`config.mk`:
```
export PLATFORM = sky130hd
export DESIGN_NAME = fine_edge_pwm_extension
export DESIGN_NICKNAME = d
export VERILOG_FILES = /design/src/fine_edge_pkg.sv /design/src/fine_edge_pwm_extension.sv
export SDC_FILE = /design/constraint.sdc
export NUM_CORES = 1
export LEC_CHECK = 0
export ABC_AREA = 1
export BUFFER_PORTS_ARGS = -buffer_cell sky130_fd_sc_hd__buf_2
export CORE_MARGIN = 2
export CORE_UTILIZATION = 61
export DETAILED_ROUTE_END_ITERATION = 6
export PLACE_DENSITY = 0.93
export SLEW_MARGIN = 0
export SYNTH_ARGS = -nofsm -noshare
export SYNTH_HDL_FRONTEND = slang
export SYNTH_SLANG_ARGS = --single-unit
```
`constraint.sdc`:
```
create_clock -name core_clk_in -period 7.6 [get_ports core_clk_in]
set_clock_uncertainty 0.1 [all_clocks]
set_input_delay 1.14 -clock core_clk_in [delete_from_list [all_inputs] [get_ports core_clk_in]]
set_output_delay 1.14 -clock core_clk_in [all_outputs]
set_load 0.005 [all_outputs]
```
`src/fine_edge_pkg.sv`:
```
`default_nettype none
package fine_edge_pkg;
    // register word offsets on the plain register port
    localparam logic [5:0] OFS_PHASE_FINE = 6'h02;
    localparam logic [5:0] OFS_DUTY_FINE  = 6'h08;
    localparam logic [5:0] OFS_CONFIG     = 6'h20;
    localparam logic [5:0] OFS_DIAG_CTRL  = 6'h22;
    localparam logic [5:0] OFS_DIAG_STAT  = 6'h24;
    // field positions
    localparam int STEP_LSB      = 8;  // step count sits in the high byte
    localparam int CFG_EDGE_LSB  = 0;  // two bits of edge mode
    localparam int CFG_SRC_BIT   = 2;  // 1 selects phase fine source
    localparam int CFG_SHDW_BIT  = 3;  // 1 loads duty fine immediately
    localparam int DIAG_GO_BIT   = 0;
    localparam int STAT_OK_BIT   = 0;
    localparam int STAT_DONE_BIT = 1;
    // reset values
    localparam logic [7:0]  STEP_RST = 8'h00;
    localparam logic [3:0]  CFG_RST  = 4'h0;
    // timing of the self-check window
    localparam int CLK_PERIOD_NS  = 100;
    localparam int DIAG_WINDOW_NS = 10000;
    localparam int DIAG_CYCLES    = DIAG_WINDOW_NS / CLK_PERIOD_NS;
    // edge mode encodings
    typedef enum logic [1:0] {
        EDGE_OFF     = 2'h0,
        RISING_ONLY  = 2'h1,
        FALLING_ONLY = 2'h2,
        BOTH_EDGES   = 2'h3
    } edge_mode_t;
    // self-check states
    typedef enum logic [2:0] {
        DIAG_IDLE = 3'b001,
        DIAG_RUN  = 3'b010,
        DIAG_DONE = 3'b100
    } diag_state_t;
    // register port request
    typedef struct packed {
        logic [5:0]  addr;
        logic [15:0] wdata;
        logic        wr;
        logic        rd;
    } reg_req_t;
    // step command to the micro edge stepper delay line
    typedef struct packed {
        logic [7:0] rise_step;
        logic [7:0] fall_step;
    } fine_edge_cmd_t;
endpackage
`default_nettype wire

```
`src/fine_edge_pwm_extension.sv`:
```
// Overview of operation
// - split a coarse clock into delay steps; shift edges by chosen step count
// - edge placed at one of 256 steps chosen by an 8-bit value
// - duty control takes its step count from the duty fine extension
// - both fine extensions are 8 bits, low extension of 16-bit coarse partners
// - only channel A gets fine edges; channel B stays clock resolution
// - phase fine extension at word 0x0002, unshadowed, write acts at once
// - duty fine extension at word 0x0008 with optional shadowed loading
// - config at 0x0020, unshadowed, written only while protected writes permitted
// - config picks rising only, falling only or both edges
// - config picks duty fine or phase fine as step source
// - shadow option acts only on duty fine, none when phase selected
// - self-check mode tells whether the stepper runs optimally
// - duty fine step comes from high byte; low byte ignored
`default_nettype none
module fine_edge_pwm_extension
    import fine_edge_pkg::*;
#(
    parameter logic [7:0] MIN_TAPS = 8'h20
) (
    input  wire logic            core_clk_in,
    input  wire logic            rst_b_in,
    input  wire reg_req_t        reg_req_in,
    input  wire logic            protected_write_permit_in,
    input  wire logic            duty_load_in,
    input  wire logic            coarse_a_in,
    input  wire logic            coarse_b_in,
    input  wire logic [7:0]      cal_taps_in,
    output var  logic [15:0]     rdata_out,
    output var  logic            channel_a_output_out,
    output var  logic            channel_b_output_out,
    output var  fine_edge_cmd_t  edge_cmd_out
);
    localparam int DIAG_BOUND = DIAG_CYCLES + 2;

    logic [7:0]     phase_fine;
    logic [7:0]     duty_shadow;
    logic [7:0]     duty_active;
    logic [3:0]     config_bits;
    logic [15:0]    next_rdata;
    logic [7:0]     next_phase_fine;
    logic [7:0]     next_duty_shadow;
    logic [7:0]     next_duty_active;
    logic [3:0]     next_config_bits;
    edge_mode_t     edge_mode;
    logic           src_phase;
    logic           immediate_load;
    logic [7:0]     step_src;
    fine_edge_cmd_t next_edge_cmd;
    logic           next_chan_a;
    logic           next_chan_b;
    diag_state_t    diag_state;
    diag_state_t    next_diag_state;
    logic [7:0]     diag_cnt;
    logic [7:0]     next_diag_cnt;
    logic [7:0]     taps_min;
    logic [7:0]     taps_max;
    logic [7:0]     next_taps_min;
    logic [7:0]     next_taps_max;
    logic           diag_ok;
    logic           next_diag_ok;
    logic           wr_phase;
    logic           wr_duty;
    logic           wr_cfg;
    logic           diag_go;

    // config field decode
    assign edge_mode      = edge_mode_t'(config_bits[CFG_EDGE_LSB +: 2]);
    assign src_phase      = config_bits[CFG_SRC_BIT];
    assign immediate_load = config_bits[CFG_SHDW_BIT];
    assign wr_phase = reg_req_in.wr && (reg_req_in.addr == OFS_PHASE_FINE);
    assign wr_duty  = reg_req_in.wr && (reg_req_in.addr == OFS_DUTY_FINE);
    assign wr_cfg   = reg_req_in.wr && (reg_req_in.addr == OFS_CONFIG);
    assign diag_go  = reg_req_in.wr && (reg_req_in.addr == OFS_DIAG_CTRL)
                      && reg_req_in.wdata[DIAG_GO_BIT];

    // register writes, duty shadowing and read mux
    always_comb begin
        next_phase_fine  = phase_fine;
        next_duty_shadow = duty_shadow;
        next_duty_active = duty_active;
        next_config_bits = config_bits;
        next_rdata       = 16'h0000;
        if (wr_phase) begin
            next_phase_fine = reg_req_in.wdata[STEP_LSB +: 8];
        end
        if (wr_duty) begin
            next_duty_shadow = reg_req_in.wdata[STEP_LSB +: 8];
        end
        // shadow option only steers the duty path
        if (immediate_load || src_phase) begin
            next_duty_active = next_duty_shadow;
        end else if (duty_load_in) begin
            next_duty_active = duty_shadow;
        end
        if (wr_cfg && protected_write_permit_in) begin
            next_config_bits = reg_req_in.wdata[3:0];
        end
        if (reg_req_in.rd) begin
            unique case (reg_req_in.addr)
                OFS_PHASE_FINE: next_rdata = {phase_fine, 8'h00};
                OFS_DUTY_FINE:  next_rdata = {duty_shadow, 8'h00};
                OFS_CONFIG:     next_rdata = {12'h000, config_bits};
                OFS_DIAG_STAT:  next_rdata = {taps_min, 6'h00,
                                              diag_state == DIAG_DONE, diag_ok};
                default:        next_rdata = 16'h0000;
            endcase
        end
    end

    // register state
    always_ff @(posedge core_clk_in) begin
        if (!rst_b_in) begin
            phase_fine  <= STEP_RST;
            duty_shadow <= STEP_RST;
            duty_active <= STEP_RST;
            config_bits <= CFG_RST;
            rdata_out   <= 16'h0000;
        end else begin
            phase_fine  <= next_phase_fine;
            duty_shadow <= next_duty_shadow;
            duty_active <= next_duty_active;
            config_bits <= next_config_bits;
            rdata_out   <= next_rdata;
        end
    end

    // step selection and edge command for the delay line
    always_comb begin
        step_src = src_phase ? phase_fine : duty_active;
        next_edge_cmd = '0;
        unique case (edge_mode)
            RISING_ONLY:  next_edge_cmd.rise_step = step_src;
            FALLING_ONLY: next_edge_cmd.fall_step = step_src;
            BOTH_EDGES: begin
                next_edge_cmd.rise_step = step_src;
                next_edge_cmd.fall_step = step_src;
            end
            EDGE_OFF:     next_edge_cmd = '0;
        endcase
        next_chan_a = coarse_a_in; // delay line shifts this edge
        next_chan_b = coarse_b_in;
    end

    // output flops, aligned with channel A coarse edge
    always_ff @(posedge core_clk_in) begin
        if (!rst_b_in) begin
            edge_cmd_out         <= '0;
            channel_a_output_out <= 1'b0;
            channel_b_output_out <= 1'b0;
        end else begin
            edge_cmd_out         <= next_edge_cmd;
            channel_a_output_out <= next_chan_a;
            channel_b_output_out <= next_chan_b;
        end
    end

    // self-check: watch stepper taps per clock over a window
    always_comb begin
        next_diag_state = diag_state;
        next_diag_cnt   = diag_cnt;
        next_taps_min   = taps_min;
        next_taps_max   = taps_max;
        next_diag_ok    = diag_ok;
        unique case (diag_state)
            DIAG_IDLE, DIAG_DONE: begin
                if (diag_go) begin
                    next_diag_state = DIAG_RUN;
                    next_diag_cnt   = 8'h00;
                    next_taps_min   = 8'hFF;
                    next_taps_max   = 8'h00;
                    next_diag_ok    = 1'b0;
                end
            end
            DIAG_RUN: begin
                next_diag_cnt = diag_cnt + 8'h01;
                if (cal_taps_in < taps_min) begin
                    next_taps_min = cal_taps_in;
                end
                if (cal_taps_in > taps_max) begin
                    next_taps_max = cal_taps_in;
                end
                if (diag_cnt == 8'(DIAG_CYCLES - 1)) begin
                    next_diag_state = DIAG_DONE;
                    next_diag_ok = (next_taps_max - next_taps_min <= 8'h01)
                                   && (next_taps_min >= MIN_TAPS);
                end
            end
            default: next_diag_state = DIAG_IDLE;
        endcase
    end

    // self-check state
    always_ff @(posedge core_clk_in) begin
        if (!rst_b_in) begin
            diag_state <= DIAG_IDLE;
            diag_cnt   <= 8'h00;
            taps_min   <= 8'h00;
            taps_max   <= 8'h00;
            diag_ok    <= 1'b0;
        end else begin
            diag_state <= next_diag_state;
            diag_cnt   <= next_diag_cnt;
            taps_min   <= next_taps_min;
            taps_max   <= next_taps_max;
            diag_ok    <= next_diag_ok;
        end
    end
endmodule
`default_nettype wire

```
==> Word level (Yosys, flattened, before mapping) <==
Index checks and enable logic that the tools add are counted.
{ "totals": {"regBits": 90, "in_bits": 38, "output_inout_bits": 34, "elab_cells": 73} }
{ "classes": {"add_sub_neg": 2, "magnitude_cmp": 4, "eq_ne": 14, "n_mux": 20, "reduce_logical": 19} }
{ "ops": {"columns": ["operator", "count"], "rows": [
  ["2-to-1 mux 8 bit", 10],
  ["one-hot mux 16 bit (4 select lines)", 1],
  ["one-hot mux 8 bit (2 select lines)", 3],
  ["equality test 6 bit (second input constant)", 3],
  ["AND reduction 2 bit", 5],
  ["adder 8 x 1 -> 8 bit (second input constant)", 1],
  ["equality test 8 x 7 -> 1 bit (second input constant)", 1],
  ["greater-or-equal comparator 8 x 6 -> 1 bit (second input constant)", 1],
  ["> comparator 8 bit", 1],
  ["<= comparator 8 x 1 -> 1 bit (second input constant)", 1],
  ["< comparator 8 bit", 1],
  ["subtractor 8 bit", 1],
  ["logical AND 1 bit", 7],
  ["equality test 6 x 2 -> 1 bit (second input constant)", 1],
  ["equality test 6 x 4 -> 1 bit (second input constant)", 1],
  ["2-to-1 mux 3 bit", 2],
  ["one-hot mux 3 bit (2 select lines)", 1],
  ["OR reduction 2 bit", 3],
  ["equality test 2 bit (second input constant)", 2],
  ["inequality test 2 bit (second input constant)", 2],
  ["nonzero test 2 bit", 2],
  ["equality test 3 x 1 -> 1 bit (second input constant)", 1],
  ["equality test 3 x 2 -> 1 bit (second input constant)", 1],
  ["equality test 3 bit (second input constant)", 1],
  ["other kinds (5)", 6]
]} }

==> Longest topological paths before layout <==
Gate-level depths: netlist (run 1).
{ "logic_depth": {"depth_word": 8, "ltp_mapped": 26, "ltp_nobuf": 26} }

==> Worst setup path after synthesis (run 1) <==
OpenSTA, ideal clock, no wires.
{ "synth_timing": {"kind": "in2reg", "startpoint": "in cal_taps_in[7]", "endpoint": "reg diag_ok", "setup_ns": 0.070, "arrival_time_ns": 3.630, "path_slack_ns": 3.799, "stages": 20, "path_cell_list": "ha_1 > a21oi_1 > o21a_1 > nand2_1 > clkbuf_1 > o21ai_0 > ha_1 > inv_1 > fa_1 > nand3_1 > nand2_1 > nand2_1 > nand3_1 > nor2_1 > nand3_1 > nor2_1 > nand2_1 > inv_1 > nand2_1 > a21oi_1"} }
{ "synth_via": {"elab_chain_len": 8, "word_cells_on_any_way": 12, "cone_classes": "add/sub: 1; order compare: 4; mux: 6; reduce/logical: 1"} }
{ "synth_rtl": {"columns": ["item", "line_no", "text"], "rows": [
  ["start: declaration", "fine_edge_pwm_extension.sv:28", "input wire logic [7:0] cal_taps_in,"],
  ["> comparator 8 bit or < comparator 8 bit (tied branches)", "fine_edge_pwm_extension.sv:180, fine_edge_pwm_extension.sv:177", null],
  ["2-to-1 mux 8 bit, on equally long branches", "fine_edge_pwm_extension.sv:180, fine_edge_pwm_extension.sv:177", null],
  ["2-to-1 mux 8 bit", "fine_edge_pwm_extension.sv:165", "unique case (diag_state)"],
  ["subtractor 8 bit", "fine_edge_pwm_extension.sv:185", "next_diag_ok = (next_taps_max - next_taps_min <= 8'h01)"],
  ["<= comparator 8 x 1 -> 1 bit", "fine_edge_pwm_extension.sv:185", null],
  ["logical AND 1 bit (*)", "fine_edge_pwm_extension.sv:186", "&& (next_taps_min >= MIN_TAPS);"],
  ["2-to-1 mux 1 bit (*)", "fine_edge_pwm_extension.sv:183", "if (diag_cnt == 8'(DIAG_CYCLES - 1)) begin"],
  ["one-hot mux 1 bit (2 select lines) (*)", "fine_edge_pwm_extension.sv:165", null],
  ["end signal: assignment", "fine_edge_pwm_extension.sv:206", "diag_ok <= next_diag_ok;"],
  ["end: declaration", "fine_edge_pwm_extension.sv:60", "logic diag_ok;"]
]} }
Every way passes the cells marked *; elsewhere a longest branch is shown, timed or not. The select of a mux whose other input is x is not followed.
A chain may end at the register's enable or synchronous reset.

==> Worst setup path in the final report (run 1) <==
Same ends and word-level chain as after synthesis.

==> results.json, run 1 <==
{
  "status": "complete, no violations",
  "cts_htree_levels": 3,
  "ios": 72,
  "power_density_nw_per_um2": 202.7,
  "finalHoldViolations": 0,
  "synth_top_family_by_area": "simple AND/OR/NAND/NOR gates",
  "synth_area_um2": 4314,
  "r2r_cells": 22,
  "crit_arrival_ps": 4240,
  "grt-ovfl-total": 0,
  "synth_edf_count": 0,
  "path_common_cell": "nand2_1",
  "start_util_pct": 63.15,
  "ys_ff_latch": 86,
  "clkTransAtPathRegs_ps": 90,
  "port_buffers": 63,
  "core_um2": 6832,
  "antenna_found_initial": 0,
  "instances_no_fill": 763,
  "syn_area_per_cell_um2": 7.154,
  "cp-start-kind": "primary input",
  "worstMarginPinSlew_ps": 995.6,
  "hold_buffers": 0,
  "cap_violations": 0,
  "holdWs_ps": 372.7,
  "firstDrtPassIters": 5,
  "drive_gt1_share_pct": 15.14,
  "dieArea_um2": 7761,
  "synth_area_leaders": "dfxtp_1 (40%), nand2_1 (11%), inv_1 (7.7%)",
  "max_freq_mhz": 246.9,
  "synth_xor_area_share_pct": 0.2030,
  "maxSlewHeadroom_pct": 33.06,
  "post-cts-setup-buffer-count": 0,
  "ctsLongestPathBuffers": 2,
  "viasPerCell": 5.616,
  "async_flop_share_pct": 0,
  "p_leak_nw": 2.198,
  "drc": 0,
  "cts_resized": 0,
  "timing.rr.end": "diag_ok$_SDFFE_PN0P_",
  "crit_buf_inv": 3,
  "final_common_cell": "nand2_1",
  "cts_sinks": 86,
  "clk_latency_ps": 370,
  "grt_setup_unrepaired": "no",
  "first_global_vias": 3939,
  "routed_wl_um": 10600,
  "wire_per_inst_um": 13.89,
  "fin_crit_sh_pct": 53.28,
  "die_h_um": 88.10,
  "syn_inst": 603,
  "yosysTopAreaCell": "dfxtp_1",
  "diodes": 0,
  "hold_path_depth": 2,
  "hold_class": "reg2reg",
  "row_count": 30,
  "synth-adder-area-share_pct": 7.135,
  "cts_tree": "yes",
  "synth_cell_types": 40,
  "cp_cell_sequence": "buf_2 > ha_1 > nand2_1 > nor2_1 > nand4_1 > nand2_1 > nand2_1 > o21ai_0 > ha_1 > inv_1 > fa_1 > nand3_1 > nand2_1 > nand2_1 > nand3_1 > nor2_1 > nand3_1 > nor2_1 > nand2_1 > inv_1 > nand2_1 > a21oi_1",
  "synth_top_cell_area_share_pct": 39.91,
  "cp_top_family": "simple AND/OR/NAND/NOR gates",
  "p_total_mw": 0.9856,
  "grt_max_degree": 39,
  "crit_path_top_delay_cell": "nand2_1",
  "cp.required_ps": 7790,
  "cts_buffers": 9,
  "r2r-start": "taps_max[7]$_SDFFE_PN0P_",
  "period_minus_slack_ps": 4050,
  "synth_compound_area_share_pct": 17.20,
  "worstSetupEndpointType": "flip-flop",
  "vdd_drop_max_v": 0.0001191,
  "worstSetupPathType": "in2reg",
  "max_stage_delay_ps": 430,
  "dp_hpwl_um": 7647,
  "clock-root-buffer": "clkbuf_8",
  "die_w_um": 88.10,
  "muxShareOfSynthArea_pct": 1.160,
  "grt_pass1_wl_um": 17150,
  "dp_cells": 747,
  "crit_fanout": 16,
  "fill_cells": 529,
  "synth-main-ff-cell": "dfxtp_1",
  "ff2ff_setup_slack_ps": 4040,
  "drtAntennaViolNets": 0,
  "hold_end": "taps_max[6]$_SDFFE_PN0P_",
  "yosys.area_share.simple_pct": 24.27,
  "slew_violations": 0,
  "grt.total_usage_pct": 28.29,
  "yosys_warnings": 0,
  "syn2layout_area_growth_pct": 12.70,
  "drt_iter0_markers": 369,
  "setup-tns-final_ps": 0,
  "fin_nets": 724,
  "min_from": "taps_max[6]$_SDFFE_PN0P_",
  "ys_seq_area_share_pct": 39.91,
  "setup_viol": 0,
  "dr_total_vias": 4285,
  "most-common-layout-cells": "nand2_1 (125), inv_1 (89), dfxtp_1 (86)",
  "gp_congestion": 0.9571
}
report_power, final:
part           leakage, nW  internal (mW)  switching [mW]  total (mW)
registers            0.695          0.463         0.00826       0.471
logic                 1.42         0.0749           0.137       0.212
clock network       0.0854          0.124           0.179       0.303
through the flow:
stage               util, %  setup WS, ps  instance area (um^2)
global placement      68.53          3332                  4682
floorplan                 -          3799                  4325
finish                71.17          3550                  4862
detailed placement    68.53          3283                  4682
global route          71.17          3279                  4862
CTS                   71.17          3649                  4862
worst max path at each step:
stage          slack [ps]      startpoint                   end  cells after the start
2_1_floorplan        3800  cal_taps_in[7]  diag_ok$_SDFFE_PN0P_                     20
3_3_place_gp         3330  cal_taps_in[7]  diag_ok$_SDFFE_PN0P_                     22
3_5_place_dp         3280  cal_taps_in[7]  diag_ok$_SDFFE_PN0P_                     22
4_1_cts              3650  cal_taps_in[7]  diag_ok$_SDFFE_PN0P_                     22
5_1_grt              3280  cal_taps_in[7]  diag_ok$_SDFFE_PN0P_                     22
6_report             3550  cal_taps_in[7]  diag_ok$_SDFFE_PN0P_                     22
state kept, by name, indices dropped and copies added (netlist names):
signal / count
diag_cnt: 8
taps_max: 8
diag_ok: 1
config_bits: 4
channel_a_output_out: 1
diag_state: 3
taps_min: 8
rdata_out: 12
phase_fine: 8
duty_active: 8
duty_shadow: 8
edge_cmd_out: 16
channel_b_output_out: 1
cell usage after synthesis, types with 5 or more instances:
library cell	instances
ha_1	23
dfxtp_1	86
o21ai_0	59
nand4_1	6
o211ai_1	8
nand2_1	125
mux2i_1	5
a31oi_1	6
a21oi_1	40
inv_1	89
nand3_1	21
clkbuf_1	14
nor3_1	8
nor2_1	62
or2_2	10
kinds of logic after synthesis:
logic type / after synthesis
buf+inv: 109
compound gates: 133
simple gates: 244
fa+ha+maj: 24
flops: 86
mux: 5
xor+xnor: 1
other cells: 1
worst reg2reg max path: cells and delay by family, from the launching register on:
kind	cells	cell delay, ps
flops	1	360
buf+inv	3	180
simple gates	14	1700
fa+ha+maj	3	900
compound gates	2	250
final cells by class:
cell class	count	area (um^2)	area share [%]
multi-input combinational	411	2176	44.75
sequential	86	1722	35.41
inverter	89	334.1	6.871
timing repair buffer	65	330.3	6.794
clock buffer	10	127.6	2.625
tap	96	120.1	2.470
clock inverter	6	52.55	1.081
layer usage:
metal / wire length, um / up-vias / track usage [%]
met5: 0 / - / 0
met4: 348 / 0 / 14.60
met3: 774 / 37 / 4.807
met2: 4957 / 219 / 46.35
met1: 4516 / 1955 / 35.89
li1: - / 2074 / -
(Power assumes the default switching activity.)
==> run 2: changes to the inputs <==
--- a/config.mk
+++ b/config.mk
@@ -8,9 +8,9 @@
 export ABC_AREA = 1
 export BUFFER_PORTS_ARGS = -buffer_cell sky130_fd_sc_hd__buf_2
 export CORE_MARGIN = 2
-export CORE_UTILIZATION = 61
+export CORE_UTILIZATION = 51
 export DETAILED_ROUTE_END_ITERATION = 6
-export PLACE_DENSITY = 0.93
+export PLACE_DENSITY = 0.84
 export SLEW_MARGIN = 0
 export SYNTH_ARGS = -nofsm -noshare
 export SYNTH_HDL_FRONTEND = slang
==> constraint.sdc (replaced) <==
create_clock -name core_clk_in -period 3.7 [get_ports core_clk_in]
set_clock_uncertainty 0.1 [all_clocks]
set_input_delay 0.555 -clock core_clk_in [delete_from_list [all_inputs] [get_ports core_clk_in]]
set_output_delay 0.555 -clock core_clk_in [all_outputs]
set_load 0.005 [all_outputs]
==> run 2 against run 1 <==
Final cell count rose by 2.0%. Non-clock buffer count rose by 6. Clock power rose by 120%. Flip-flop and latch count did not move. Worst hold slack got worse by 88 ps. Clock-buffer cell count fell by 1. Global-route usage fell by 4.4 points. Critical path type is now reg2reg.
==> results.json, run 2 (same netlist as run 1, synthesis figures left out) <==
{
  "die_h_um": 95.98,
  "cp.required_ps": 3880,
  "fin_crit_sh_pct": 87.90,
  "p_leak_nw": 2.246,
  "worstSetupEndpointType": "flip-flop",
  "cap_violations": 0,
  "final_common_cell": "nand2_1",
  "crit_arrival_ps": 3430,
  "drt_iter0_markers": 327,
  "cts_sinks": 86,
  "cts_buffers": 9,
  "min_from": "coarse_b_in",
  "syn2layout_area_growth_pct": 14.59,
  "fin_util_pct": 60.16,
  "instances_no_fill": 778,
  "row_count": 33,
  "period_minus_slack_ps": 3252,
  "r2r-start": "taps_min[7]$_SDFFE_PN0P_",
  "crit_fanout": 9,
  "first_global_vias": 3785,
  "setup_viol": 0,
  "dp_cells": 762,
  "vdd_drop_max_v": 0.0001675,
  "grt.total_usage_pct": 23.84,
  "antenna_found_initial": 0,
  "largest_reg_flops": 16,
  "fin_nets": 730,
  "top_register": "edge_cmd_out",
  "routed_wl_um": 10650,
  "finalHoldViolations": 0,
  "status": "complete, no violations",
  "most-common-layout-cells": "nand2_1 (125), inv_1 (89), dfxtp_1 (86)",
  "start_util_pct": 52.50,
  "dr_total_vias": 4195,
  "cp-startpoint": "taps_min[7]$_SDFFE_PN0P_",
  "grt-ovfl-total": 0,
  "cts_tree": "yes",
  "cp-start-kind": "flip-flop",
  "hold_class": "in2reg",
  "power_density_nw_per_um2": 424.5,
  "core_um2": 8217,
  "clkTransAtPathRegs_ps": 90,
  "die_w_um": 95.98,
  "viasPerCell": 5.392,
  "drive_gt1_share_pct": 16.05,
  "gp_congestion": 0.9088,
  "grt_setup_unrepaired": "no",
  "drtAntennaViolNets": 0,
  "grt_pass1_wl_um": 17120,
  "setup-tns-final_ps": 0,
  "wire_per_inst_um": 13.68,
  "fill_cells": 746,
  "maxSlewHeadroom_pct": 38.20,
  "ff2ff_setup_slack_ps": 450,
  "grt_max_degree": 39,
  "dieArea_um2": 9211,
  "diodes": 0,
  "drc": 0,
  "largest_registers": "edge_cmd_out: 16 flops, rdata_out: 12 flops",
  "ctsLongestPathBuffers": 2,
  "worstMarginPinSlew_ps": 919.2,
  "port_buffers": 63,
  "clock-root-buffer": "clkbuf_8",
  "cts_htree_levels": 3,
  "worstSetupPathType": "reg2reg",
  "hold_buffers": 0,
  "firstDrtPassIters": 5,
  "dp_hpwl_um": 7803,
  "slew_violations": 0,
  "clk_latency_ps": 350,
  "max_freq_mhz": 307.5,
  "ios": 72
}
==> run 2: cell types whose count changed in the layout (fill, tap and decap cells not counted), sizes merged <==
cell      change
buf           +6
clkinv        +3
clkinvlp      -2
bufinv        +1
clkbuf        -1
inv           -1
==> run 2: area by class of cell <==
class	count	area [um^2]	area share, %
multi-input cells	411	2176	44.01
flip-flops and latches	86	1722	34.83
repair buffers	71	375.4	7.593
inverters	89	334.1	6.758
well taps	105	131.4	2.658
clock buffers	9	123.9	2.506
clock inverters	7	81.33	1.645
==> run 2: path summary, 6_finish.rpt <==
path	to	depth (start not counted)
setup / recovery	diag_ok$_SDFFE_PN0P_	20
hold / removal	channel_b_output_out$_SDFF_PN0_	3
setup reg to reg	diag_ok$_SDFFE_PN0P_	20
hold reg to reg	taps_max[6]$_SDFFE_PN0P_	2
==> run 2: routing by layer <==
metal / wire [um] / up-vias / GRT usage, % / share of wire (%)
met2: 4957 / 184 / 39.04 / 47
met4: 269 / 0 / 10.36 / 2.5
met1: 4713 / 1886 / 31.00 / 44
li1: - / 2091 / - / -
met3: 704 / 34 / 3.915 / 6.6
met5: 0 / - / 0 / 0
==> run 2: through the flow <==
stage                     hold slack, ps  power (mW)  setup WS, ps  cell area (um^2)
final                              284.5       2.099         447.7              4943
after global routing               288.2       2.208         69.08              4943
after CTS                          280.7       2.093         390.4              4943
after detailed placement           363.7       1.424         139.3              4738
after global placement             353.7       1.405         217.6              4738
after floorplan                    336.7       1.305         484.2              4325
==> run 2: critical path: stages, from the launching register on <==
cell and delay, ps:
dfxtp_1 380, inv_1 90, ha_1 290, a21oi_1 150, o21a_1 200, nand2_1 190
o21ai_1 250, ha_1 180, inv_1 70, fa_1 430, nand3_1 130, nand2_1 60
nand2_1 70, nand3_1 80, nor2_1 100, nand3_1 70, nor2_1 90, nand2_1 50
inv_1 40, nand2_1 40, a21oi_1 110
==> run 2: where the power goes <==
group / leakage, nW / total, mW / switching (mW) / internal (mW)
logic: 1.45 / 0.449 / 0.286 / 0.162
registers: 0.695 / 0.968 / 0.0168 / 0.951
clock network: 0.106 / 0.681 / 0.360 / 0.322
==> run 2: what timing repair did <==
action,4_1_cts,5_1_grt
resized for setup,0,1
setup endpoints to repair,0,1
setup buffers,0,0
